[config.mk]
export PLATFORM = sky130hd
export DESIGN_NAME = pdc_port_device_capabilities
export DESIGN_NICKNAME = d
export VERILOG_FILES = /design/src/hw/pdc_pkg.sv /design/src/hw/pdc_port_device_capabilities.sv /design/src/hw/pdc_power_capture.sv
export SDC_FILE = /design/constraint.sdc
export NUM_CORES = 1
export LEC_CHECK = 0
export BUFFER_PORTS_ARGS = -buffer_cell sky130_fd_sc_hd__buf_4
export CAP_MARGIN = 20
export CORE_UTILIZATION = 42
export DETAILED_ROUTE_END_ITERATION = 7
export PLACE_DENSITY = 0.86
export SLEW_MARGIN = 0
export SYNTH_ARGS = -nofsm -noshare
export SYNTH_HDL_FRONTEND = slang
export SYNTH_SLANG_ARGS = --single-unit
export TNS_END_PERCENT = 20
[constraint.sdc]
create_clock -name pclk -period 3.95 [get_ports pclk]
set_clock_uncertainty 0.2 [all_clocks]
set_input_delay 0.79 -clock pclk [delete_from_list [all_inputs] [get_ports pclk]]
set_output_delay 0.79 -clock pclk [all_outputs]
set_load 0.02 [all_outputs]
[src/hw/pdc_pkg.sv]
// shared constants for the port device capabilities register bank
package pdc_pkg;

	// apb geometry
	localparam int          PDC_ADDR_W        = 12;             // byte address width seen by the slave
	localparam int          PDC_DATA_W        = 32;             // apb data width
	localparam int          PDC_STRB_W        = 4;              // byte lanes

	// register map, byte addresses
	localparam logic [11:0] PDC_CAP_OFFSET    = 12'h044;        // capabilities word
	localparam logic [11:0] PDC_LOCK_OFFSET   = 12'h0f0;        // unlock control for lockable fields

	// field positions in the capabilities word
	localparam int          PDC_MPS_LSB       = 0;              // max_payload_supported 2:0
	localparam int          PDC_MPS_W         = 3;
	localparam int          PDC_PFS_LSB       = 3;              // phantom_func_support 4:3
	localparam int          PDC_EXTENDED_TAG_SUPPORT_BIT      = 5;              // extended_tag_support
	localparam int          PDC_STBY_LSB      = 6;              // standby_accept_latency 8:6
	localparam int          PDC_SLEEP_LSB     = 9;              // sleep_accept_latency 11:9
	localparam int          PDC_ABP_BIT       = 12;             // attn_button_present
	localparam int          PDC_AIP_BIT       = 13;             // attn_indicator_present
	localparam int          PDC_PIP_BIT       = 14;             // pwr_indicator_present
	localparam int          PDC_ROLE_BASED_ERR_REPORTING_BIT     = 15;             // role_based_err_reporting
	localparam int          PDC_CPLV_LSB      = 18;             // captured_power_limit_value 25:18
	localparam int          PDC_CPLV_W        = 8;
	localparam int          PDC_CPLS_LSB      = 26;             // captured_power_limit_scale 27:26
	localparam int          PDC_CPLS_W        = 2;

	// field position in the lock control word
	localparam int          PDC_UNLOCK_BIT    = 0;              // 1 lets writes reach lockable fields

	// reset and constant values
	localparam logic [2:0]  PDC_MPS_RST       = 3'h4;           // 2048 byte payloads
	localparam logic        PDC_EXTENDED_TAG_SUPPORT_RST      = 1'h1;           // larger tag field supported
	localparam logic [1:0]  PDC_PFS_VAL       = 2'h0;           // no phantom functions
	localparam logic [2:0]  PDC_LAT_VAL       = 3'h0;           // latencies do not apply
	localparam logic        PDC_IND_VAL       = 1'h0;           // no button or indicators
	localparam logic        PDC_ROLE_BASED_ERR_REPORTING_VAL     = 1'h1;           // role based error reporting
	localparam logic        PDC_UNLOCK_RST    = 1'h0;           // locked after reset
	localparam logic [7:0]  PDC_CPLV_RST      = 8'h00;
	localparam logic [1:0]  PDC_CPLS_RST      = 2'h0;
	localparam logic [31:0] PDC_ZERO_WORD     = 32'h0000_0000;

	// register selected by an address
	typedef enum logic [1:0] {
		PDC_SEL_NONE,
		PDC_SEL_CAP,
		PDC_SEL_LOCK
	} pdc_sel_t;

endpackage

[src/hw/pdc_port_device_capabilities.sv]
`timescale 1ns/1ps
`default_nettype none
module pdc_port_device_capabilities
	import pdc_pkg::*;
#(
	parameter int ADDR_W = PDC_ADDR_W  // apb address width
)
(
	input  wire logic                  pclk,              // core clock, 100 MHz
	input  wire logic                  presetn,           // async reset, active low
	input  wire logic [ADDR_W-1:0]     paddr,             // apb byte address
	input  wire logic                  psel,              // apb select
	input  wire logic                  penable,           // apb access phase
	input  wire logic                  pwrite,            // apb direction, 1 = write
	input  wire logic [PDC_DATA_W-1:0] pwdata,            // apb write data
	input  wire logic [PDC_STRB_W-1:0] pstrb,             // apb byte strobes
	output logic      [PDC_DATA_W-1:0] prdata,            // apb read data
	output logic                       pready,            // apb ready
	output logic                       pslverr,           // apb error, unmapped address
	input  wire logic                  port_is_upstream,  // 1 on the upstream port
	input  wire logic                  spl_msg_valid,     // one cycle: slot power message received
	input  wire logic [PDC_CPLV_W-1:0] spl_msg_value,     // limit value from the message
	input  wire logic [PDC_CPLS_W-1:0] spl_msg_scale,     // limit scale from the message
	output logic      [PDC_CPLV_W-1:0] power_limit_value, // captured value for the port logic
	output logic      [PDC_CPLS_W-1:0] power_limit_scale  // captured scale for the port logic
);

	// the decode compares twelve bits, so narrower buses cannot reach the map
	if (ADDR_W < PDC_ADDR_W)
	begin : g_addr_check
		$error("ADDR_W must be at least 12");
	end

	// slave handshake states
	typedef enum logic {
		PDC_ST_IDLE,
		PDC_ST_DONE
	} pdc_state_t;

	pdc_state_t                state_ff;        // handshake state
	pdc_state_t                nxt_state;
	logic                      pready_ff;       // ready towards the master
	logic                      nxt_pready;
	logic                      pslverr_ff;      // error towards the master
	logic                      nxt_pslverr;
	logic [PDC_DATA_W-1:0]     prdata_ff;       // read data towards the master
	logic [PDC_DATA_W-1:0]     nxt_prdata;
	logic [PDC_MPS_W-1:0]      mps_ff;          // max_payload_supported
	logic [PDC_MPS_W-1:0]      nxt_mps;
	logic                      extended_tag_support_ff;         // extended_tag_support
	logic                      nxt_extended_tag_support;
	logic                      unlock_ff;       // lockable_read_write gate
	logic                      nxt_unlock;
	logic [PDC_CPLV_W-1:0]     cap_value;       // captured power value, from a flop
	logic [PDC_CPLS_W-1:0]     cap_scale;       // captured power scale, from a flop
	pdc_sel_t                  sel;             // register addressed this cycle
	logic                      commit;          // write completes at this edge

	// maps a byte address onto the register it selects
	function automatic pdc_sel_t pdc_decode(input logic [ADDR_W-1:0] addr);
		logic [PDC_ADDR_W-1:0] low;
		low = addr[PDC_ADDR_W-1:0];
		if (addr != ADDR_W'(low))
			pdc_decode = PDC_SEL_NONE;  // upper bits set, outside the map
		else if (low == PDC_CAP_OFFSET)
			pdc_decode = PDC_SEL_CAP;
		else if (low == PDC_LOCK_OFFSET)
			pdc_decode = PDC_SEL_LOCK;
		else
			pdc_decode = PDC_SEL_NONE;
	endfunction

	// builds the capabilities word from its live and constant fields
	function automatic logic [PDC_DATA_W-1:0] pdc_cap_word(
		input logic [PDC_MPS_W-1:0]  mps,
		input logic                  extended_tag_support,
		input logic [PDC_CPLV_W-1:0] value,
		input logic [PDC_CPLS_W-1:0] scale
	);
		logic [PDC_DATA_W-1:0] w;
		w                                       = PDC_ZERO_WORD;  // reserved 17:16, 31:28 stay zero
		w[PDC_MPS_LSB +: PDC_MPS_W]             = mps;
		w[PDC_PFS_LSB +: 2]                     = PDC_PFS_VAL;
		w[PDC_EXTENDED_TAG_SUPPORT_BIT]                         = extended_tag_support;
		w[PDC_STBY_LSB +: 3]                    = PDC_LAT_VAL;
		w[PDC_SLEEP_LSB +: 3]                   = PDC_LAT_VAL;
		w[PDC_ABP_BIT]                          = PDC_IND_VAL;
		w[PDC_AIP_BIT]                          = PDC_IND_VAL;
		w[PDC_PIP_BIT]                          = PDC_IND_VAL;
		w[PDC_ROLE_BASED_ERR_REPORTING_BIT]                        = PDC_ROLE_BASED_ERR_REPORTING_VAL;
		// software scales value by 1.0, 0.1, 0.01 or 0.001 per scale code
		w[PDC_CPLV_LSB +: PDC_CPLV_W]           = value;
		w[PDC_CPLS_LSB +: PDC_CPLS_W]           = scale;
		pdc_cap_word = w;
	endfunction

	// captured slot power limit lives in its own unit
	pdc_power_capture u_capture (
		.pclk             (pclk),
		.presetn          (presetn),
		.port_is_upstream (port_is_upstream),
		.spl_msg_valid    (spl_msg_valid),
		.spl_msg_value    (spl_msg_value),
		.spl_msg_scale    (spl_msg_scale),
		.value_ff         (cap_value),
		.scale_ff         (cap_scale)
	);

	// decode is shared by the read path and the write commit
	assign sel    = pdc_decode(paddr);
	// a write lands only on the edge at which the master sees pready high
	assign commit = (state_ff == PDC_ST_DONE) && psel && penable && pwrite;

	// apb handshake: one wait state, answer data prepared one edge early
	always_comb
	begin
		nxt_state   = state_ff;
		nxt_pready  = 1'b0;
		nxt_pslverr = 1'b0;
		nxt_prdata  = PDC_ZERO_WORD;
		case (state_ff)
			PDC_ST_IDLE:
			begin
				// access phase seen: prepare the answer for the next edge
				if (psel && penable)
				begin
					nxt_state   = PDC_ST_DONE;
					nxt_pready  = 1'b1;
					nxt_pslverr = (sel == PDC_SEL_NONE);
					if (!pwrite)
					begin
						case (sel)
							PDC_SEL_CAP:
								nxt_prdata = pdc_cap_word(mps_ff, extended_tag_support_ff, cap_value, cap_scale);
							PDC_SEL_LOCK:
							begin
								nxt_prdata                 = PDC_ZERO_WORD;
								nxt_prdata[PDC_UNLOCK_BIT] = unlock_ff;
							end
							default:
								nxt_prdata = PDC_ZERO_WORD;  // unmapped reads return zero
						endcase
					end
				end
			end
			PDC_ST_DONE:
			begin
				// transfer completes here; pready drops so the next one waits again
				nxt_state = PDC_ST_IDLE;
			end
			default:
			begin
				nxt_state = PDC_ST_IDLE;
			end
		endcase
	end

	always_ff @(posedge pclk or negedge presetn)
	begin
		if (!presetn)
		begin
			state_ff   <= PDC_ST_IDLE;
			pready_ff  <= 1'b0;
			pslverr_ff <= 1'b0;
			prdata_ff  <= PDC_ZERO_WORD;
		end
		else
		begin
			state_ff   <= nxt_state;
			pready_ff  <= nxt_pready;
			pslverr_ff <= nxt_pslverr;
			prdata_ff  <= nxt_prdata;
		end
	end

	// lockable fields and the unlock gate
	always_comb
	begin
		nxt_mps    = mps_ff;
		nxt_extended_tag_support   = extended_tag_support_ff;
		nxt_unlock = unlock_ff;
		if (commit && pstrb[0])
		begin
			if (sel == PDC_SEL_LOCK)
			begin
				nxt_unlock = pwdata[PDC_UNLOCK_BIT];
			end
			else if ((sel == PDC_SEL_CAP) && unlock_ff)
			begin
				// only the unlocked initialisation path reaches these fields
				nxt_mps  = pwdata[PDC_MPS_LSB +: PDC_MPS_W];
				nxt_extended_tag_support = pwdata[PDC_EXTENDED_TAG_SUPPORT_BIT];
			end
			// all other bits of the word are constants or captured: writes drop
		end
	end

	always_ff @(posedge pclk or negedge presetn)
	begin
		if (!presetn)
		begin
			mps_ff    <= PDC_MPS_RST;
			extended_tag_support_ff   <= PDC_EXTENDED_TAG_SUPPORT_RST;
			unlock_ff <= PDC_UNLOCK_RST;
		end
		else
		begin
			mps_ff    <= nxt_mps;
			extended_tag_support_ff   <= nxt_extended_tag_support;
			unlock_ff <= nxt_unlock;
		end
	end

	// outputs straight from flops
	assign prdata            = prdata_ff;
	assign pready            = pready_ff;
	assign pslverr           = pslverr_ff;
	assign power_limit_value = cap_value;
	assign power_limit_scale = cap_scale;

endmodule
`default_nettype wire

[src/hw/pdc_power_capture.sv]
`timescale 1ns/1ps
`default_nettype none
// holds the slot power limit taken from the last message on an upstream port
module pdc_power_capture
	import pdc_pkg::*;
(
	input  wire logic                  pclk,              // core clock
	input  wire logic                  presetn,           // async reset, active low
	input  wire logic                  port_is_upstream,  // 1 on the upstream port
	input  wire logic                  spl_msg_valid,     // one cycle: slot power message received
	input  wire logic [PDC_CPLV_W-1:0] spl_msg_value,     // limit value carried by the message
	input  wire logic [PDC_CPLS_W-1:0] spl_msg_scale,     // limit scale carried by the message
	output logic      [PDC_CPLV_W-1:0] value_ff,          // captured value
	output logic      [PDC_CPLS_W-1:0] scale_ff           // captured scale
);

	logic [PDC_CPLV_W-1:0] nxt_value;  // next captured value
	logic [PDC_CPLS_W-1:0] nxt_scale;  // next captured scale

	// load on a message, forced to zero whenever the port faces downstream
	always_comb
	begin
		nxt_value = value_ff;
		nxt_scale = scale_ff;
		if (!port_is_upstream)
		begin
			// downstream ports ignore messages and read zero from the next edge on
			nxt_value = PDC_CPLV_RST;
			nxt_scale = PDC_CPLS_RST;
		end
		else if (spl_msg_valid)
		begin
			// value and scale always come from the same message, so they never mix
			nxt_value = spl_msg_value;
			nxt_scale = spl_msg_scale;
		end
	end

	// register the captured limit
	always_ff @(posedge pclk or negedge presetn)
	begin
		if (!presetn)
		begin
			value_ff <= PDC_CPLV_RST;
			scale_ff <= PDC_CPLS_RST;
		end
		else
		begin
			value_ff <= nxt_value;
			scale_ff <= nxt_scale;
		end
	end

endmodule
`default_nettype wire

After elaboration in Yosys (flattened, before gate mapping)
Index checks and enable logic that the tools add are counted.
Storage, ports and cells
  register bits: 50
  latch bits: 0
  memory bits (writable): 0
  ROM bits: 0
  output and inout port bits: 44
  word-level logic and storage cells: 40
  memories: 0
Cells by class
  $add $sub $neg: 0
  $mul: 0
  div/mod/pow operators: 0
  magnitude comparators: 0
  equality and inequality tests: 5
  shift-type cells: 0
  mux-type cells: 15
  bitwise logic cells: 2
  reductions and logical operators: 9
Operators by type and width (number)
  two-way mux 28 bit: 3
  case mux 28 bit (2 select lines): 1
  two-way mux 8 bit: 2
  equality test 12 x 7 -> 1 bit, second input constant: 1
  equality test 12 x 8 -> 1 bit, second input constant: 1
  two-way mux 2 bit: 4
  logical AND 1 bit: 6
  two-way mux 1 bit: 4
  AND reduction 3 bit: 1
  equality test 2 x 1 -> 1 bit, second input constant: 1
  equality test 2 bit, second input constant: 1
  logical NOT 2 bit: 1
  inequality test 2 x 1 -> 1 bit, second input constant: 1
  inverter 1 bit: 2
  case mux 1 bit (2 select lines): 1
  AND reduction 2 bit: 1

Logic depth before layout (Yosys ltp)
  word-level depth: 8
  depth in mapped cells: 5
  mapped depth without buffers: 4

Hierarchy
A second synthesis with hierarchy kept.
Second synthesis, totals
  cell total of the unflattened synthesis: 108
  area, all modules: 1446.4 um^2
Modules (own cells, without submodules)
  pdc_port_device_capabilities: instances 1, cells an instance 77, area each 1022.2 um^2, sequential area each 553.0 um^2
  pdc_power_capture: instances 1, cells an instance 31, area each 424.2 um^2, sequential area each 250.2 um^2

Worst setup path before layout
OpenSTA, ideal clock, no wires.
  kind: input-to-reg
  start: input paddr[3]
  end: register mps_ff[0]
  setup time: 0.125 ns
  arrival time: 1.836 ns
  required time: 3.625 ns
  setup slack: 1.789 ns
  stages on the path: 4
  path through: nor4b_4 > nand3_2 > nor3_4 > mux2_2
Between the ends
  longest elaborated chain between the ends: 6
  elaborated cells between the ends (all ways): 9
  those cells by class: eq/ne (4); mux (2); bitwise (1); reduce/logical (2)
Ends and longest elaborated chain
  start: declaration: RTL line pdc_port_device_capabilities.sv:11  | input wire logic [ADDR_W-1:0] paddr,
  equality test 12 x 8 -> 1 bit: RTL line pdc_port_device_capabilities.sv:67  | else if (low == PDC_LOCK_OFFSET)
  two-way mux 2 bit: RTL line pdc_port_device_capabilities.sv:67
  two-way mux 2 bit (*): RTL line pdc_port_device_capabilities.sv:65  | else if (low == PDC_CAP_OFFSET)
  equality test 2 x 1 -> 1 bit or equality test 2 bit (tied branches): RTL line pdc_port_device_capabilities.sv:188, pdc_port_device_capabilities.sv:184
  logical AND 1 bit or inverter 1 bit (tied branches)
  AND reduction 3 bit (no line) (*)
  end signal: assignment: RTL line pdc_port_device_capabilities.sv:208  | mps_ff <= nxt_mps;
  end: declaration: RTL line pdc_port_device_capabilities.sv:48  | logic [PDC_MPS_W-1:0] mps_ff;
Every way passes the cells marked *; elsewhere a longest branch is shown, timed or not.
A chain may end at the register's enable or synchronous reset.

Worst setup path in the final report
  start: input paddr[3]
  end: register mps_ff[1]
Same word-level chain as after synthesis.

==> reports/metrics.cfg <==
[cells_and_area]
diodes = 0
nets = 237
fin_area_mm2 = 0.00193
drive_gt1_share_pct = 54.7
final_core_util_pct = 61.1
fill_cells = 274
area_growth_pct = 33.8

[logic_synthesis]
synthCells = 108
synth_edf_count = 0
synth_warnings = 0
yosys.cell_count.top_type = dfrtp_1
synth_top_area_share_pct = 52.1
ys_seq_area_share_pct = 55.8
synth_top_cells_by_area = dfrtp_1 52%, buf_4 8.9%, mux2i_1 7.0%
synth-main-ff-cell = dfrtp_1
ys_top_cells_by_count = 30 x dfrtp_1, 17 x buf_4, 13 x and2_2
synth.distinct_cells = 25
synth_area_per_cell_um2 = 13.3
mappedNetlistArea_mm2 = 0.00144
ys_ff_latch = 32
synth_top_area_cell = dfrtp_1
async_flop_share_pct = 100

[clocking]
max-clock-path-buffers = 2
cts-root-buf = clkbuf_4
insertion_delay_ns = 0.32
cts_sinks = 32
post_cts_buffers = 0
cts_buffers = 5
tritoncts = built
cts_resized = 0
htree_levels = 2
clk_pin_slew_ns = 0.09
postCtsHoldBufs = 0

[global_route]
grt_max_degree = 33
overflow = 0
antenna_found_initial = 0
grt_pass1_vias = 985
grt_pass1_wl_um = 4200
grt_usage_pct = 16.5

[sta]
hold_violations = 0
fmax_mhz = 486
finalSetupTns_ns = 0
rsz0062_at_grt = no
period_needed_ns = 2.06
min_period_over_period_pct = 52.1
setup_viol_count_final = 0
slew_violations = 0

[detailed_routing]
wire_per_inst_um = 12.7
via_per_inst = 4.52
met2_length_um = 1450
routed.top_layer = met4
vias = 977
dr.pass1.iters = 3
drt_iter0_drc = 19
drt-met1-wl_um = 1010
drt-total-wl_um = 2750
final_antenna_net_count = 0
post-route-drc-count = 0
wl_met3_um = 245

[worst_setup_path]
reg2reg_from = pready$_DFF_PN0_
cp_num_buf_inv = 1
cp-start-kind = input port
cp_top_family = simple AND/OR/NAND/NOR gates
crit_fanout = 4
critical_path_class = in2reg
worstPathRequired_ns = 3.96
path_cells = buf_4 > nor4b_4 > nand3_2 > nor3_4 > mux2_2
worst-path-stages = 5
r2r_end = prdata[23]$_DFF_PN0_
cpMaxStageDelayCell = mux2_2
critical_path.startpoint = paddr[3]
critical_path.max_stage_delay_ns = 0.37
rr_worst_depth = 3
endpoint = mps_ff[1]$_DFFE_PN0P_
worstPathArrival_ns = 2.07
worst_setup_path_end_kind = register
rrSetupSlack_ns = 2.35

[power]
pwr-share-comb_pct = 14.0
p_leak_nw = 1.04
powerDensity_mw_per_mm2 = 326
seqPwrFrac_pct = 54.1
max-vdd-ir-drop_v = 0.000196
cell_internal_pwr_w = 0.000475
swShare_pct = 24.3
pwr-share-clk_pct = 31.9
p_switching_w = 0.000153

[die]
pin_count = 109
initial_utilization_pct = 45.7
die_w_um = 60.6
coreArea_mm2 = 0.00315
die_area_mm2 = 0.00367
die-height_um = 60.6
rows = 20

[place]
detailedPlacementHpwl_um = 2130
port_buffers = 60
gp_congestion = 0.782
postPlaceCellArea_mm2 = 0.00186

[hold_path]
hp-class = in2async

[run]
max-cap-violations = 0

[status]
status = complete, no violations

[worst min path at each step]
stage,start,endpoint,slack [ns],cells past startpoint
2_1_floorplan,mps_ff[1]$_DFFE_PN0P_,prdata[1]$_DFF_PN0_,0.26,1
3_3_place_gp,mps_ff[1]$_DFFE_PN0P_,prdata[1]$_DFF_PN0_,0.27,1
3_5_place_dp,mps_ff[1]$_DFFE_PN0P_,prdata[1]$_DFF_PN0_,0.28,1
4_1_cts,presetn,u_capture.value_ff[3]$_DFFE_PN0P_,0.18,1
5_1_grt,presetn,prdata[1]$_DFF_PN0_,0.19,1
6_report,presetn,prdata[1]$_DFF_PN0_,0.18,1
[sequential cells by signal (all words and copies together), names as in the netlist]
register	flops
prdata	15
unlock_ff	1
pready	1
u_capture.scale_ff	2
u_capture.value_ff	8
mps_ff	3
pslverr	1
extended_tag_support_ff	1
[cell usage in the layout, fill, tap and decap left out, types with 2 or more instances in the layout]
master	count
and2_2	13
nor3_4	2
dfrtp_1	30
clkbuf_4	5
mux2i_1	10
buf_4	60
dfstp_2	2
nor2b_1	10
conb_1	17
nor3_1	2
clkbuf_8	2
mux2_2	5
inv_1	2
[metal layers]
metal  global-route usage (%)  vias to the layer above
li1                         -                      450
met1                     16.8                      470
met2                     29.4                       53
met3                     5.97                        4
met4                     8.77                        0
met5                        0                        -
[power groups by stage]
stage	Clock (W)	Combinational, W	Sequential (W)
floorplan	0	0.0000439	0.000353
global placement	0	0.0000868	0.000345
detailed placement	0	0.0000888	0.000346
CTS	0.000207	0.0000888	0.000339
global route	0.000225	0.0000953	0.000340
finish	0.000200	0.0000879	0.000339
[cell type report]
| class | count | area [µm²] | share of cell area (%) |
|---|---|---|---|
| Tap cell | 44 | 55.1 | 2.86 |
| Clock buffer | 7 | 65.1 | 3.38 |
| Multi-Input combinational cell | 71 | 546 | 28.3 |
| Inverter | 2 | 7.51 | 0.390 |
| Sequential cell | 32 | 803 | 41.7 |
| Timing Repair Buffer | 60 | 450 | 23.4 |
[stage by stage]
stage          total power, W  hold WS (ns)  setup WS (ns)  cells
2_1_floorplan        0.000397         0.263           1.79    124
3_3_place_gp         0.000432         0.271           1.59    209
3_5_place_dp         0.000434         0.281           1.52    209
4_1_cts              0.000636         0.179           1.88    216
5_1_grt              0.000661         0.188           1.81    216
6_report             0.000627         0.181           1.89    216
[cells by family (layout without fill, tap and decap cells)]
family,count (synthesis),count (layout),synth area share [%]
mux,15,15,10.9
compound gates,1,1,0.695
other cells,1,17,0.260
flops,32,32,55.8
buf+inv,21,69,10.5
simple gates,38,38,21.9
(Power assumes the default switching activity.)
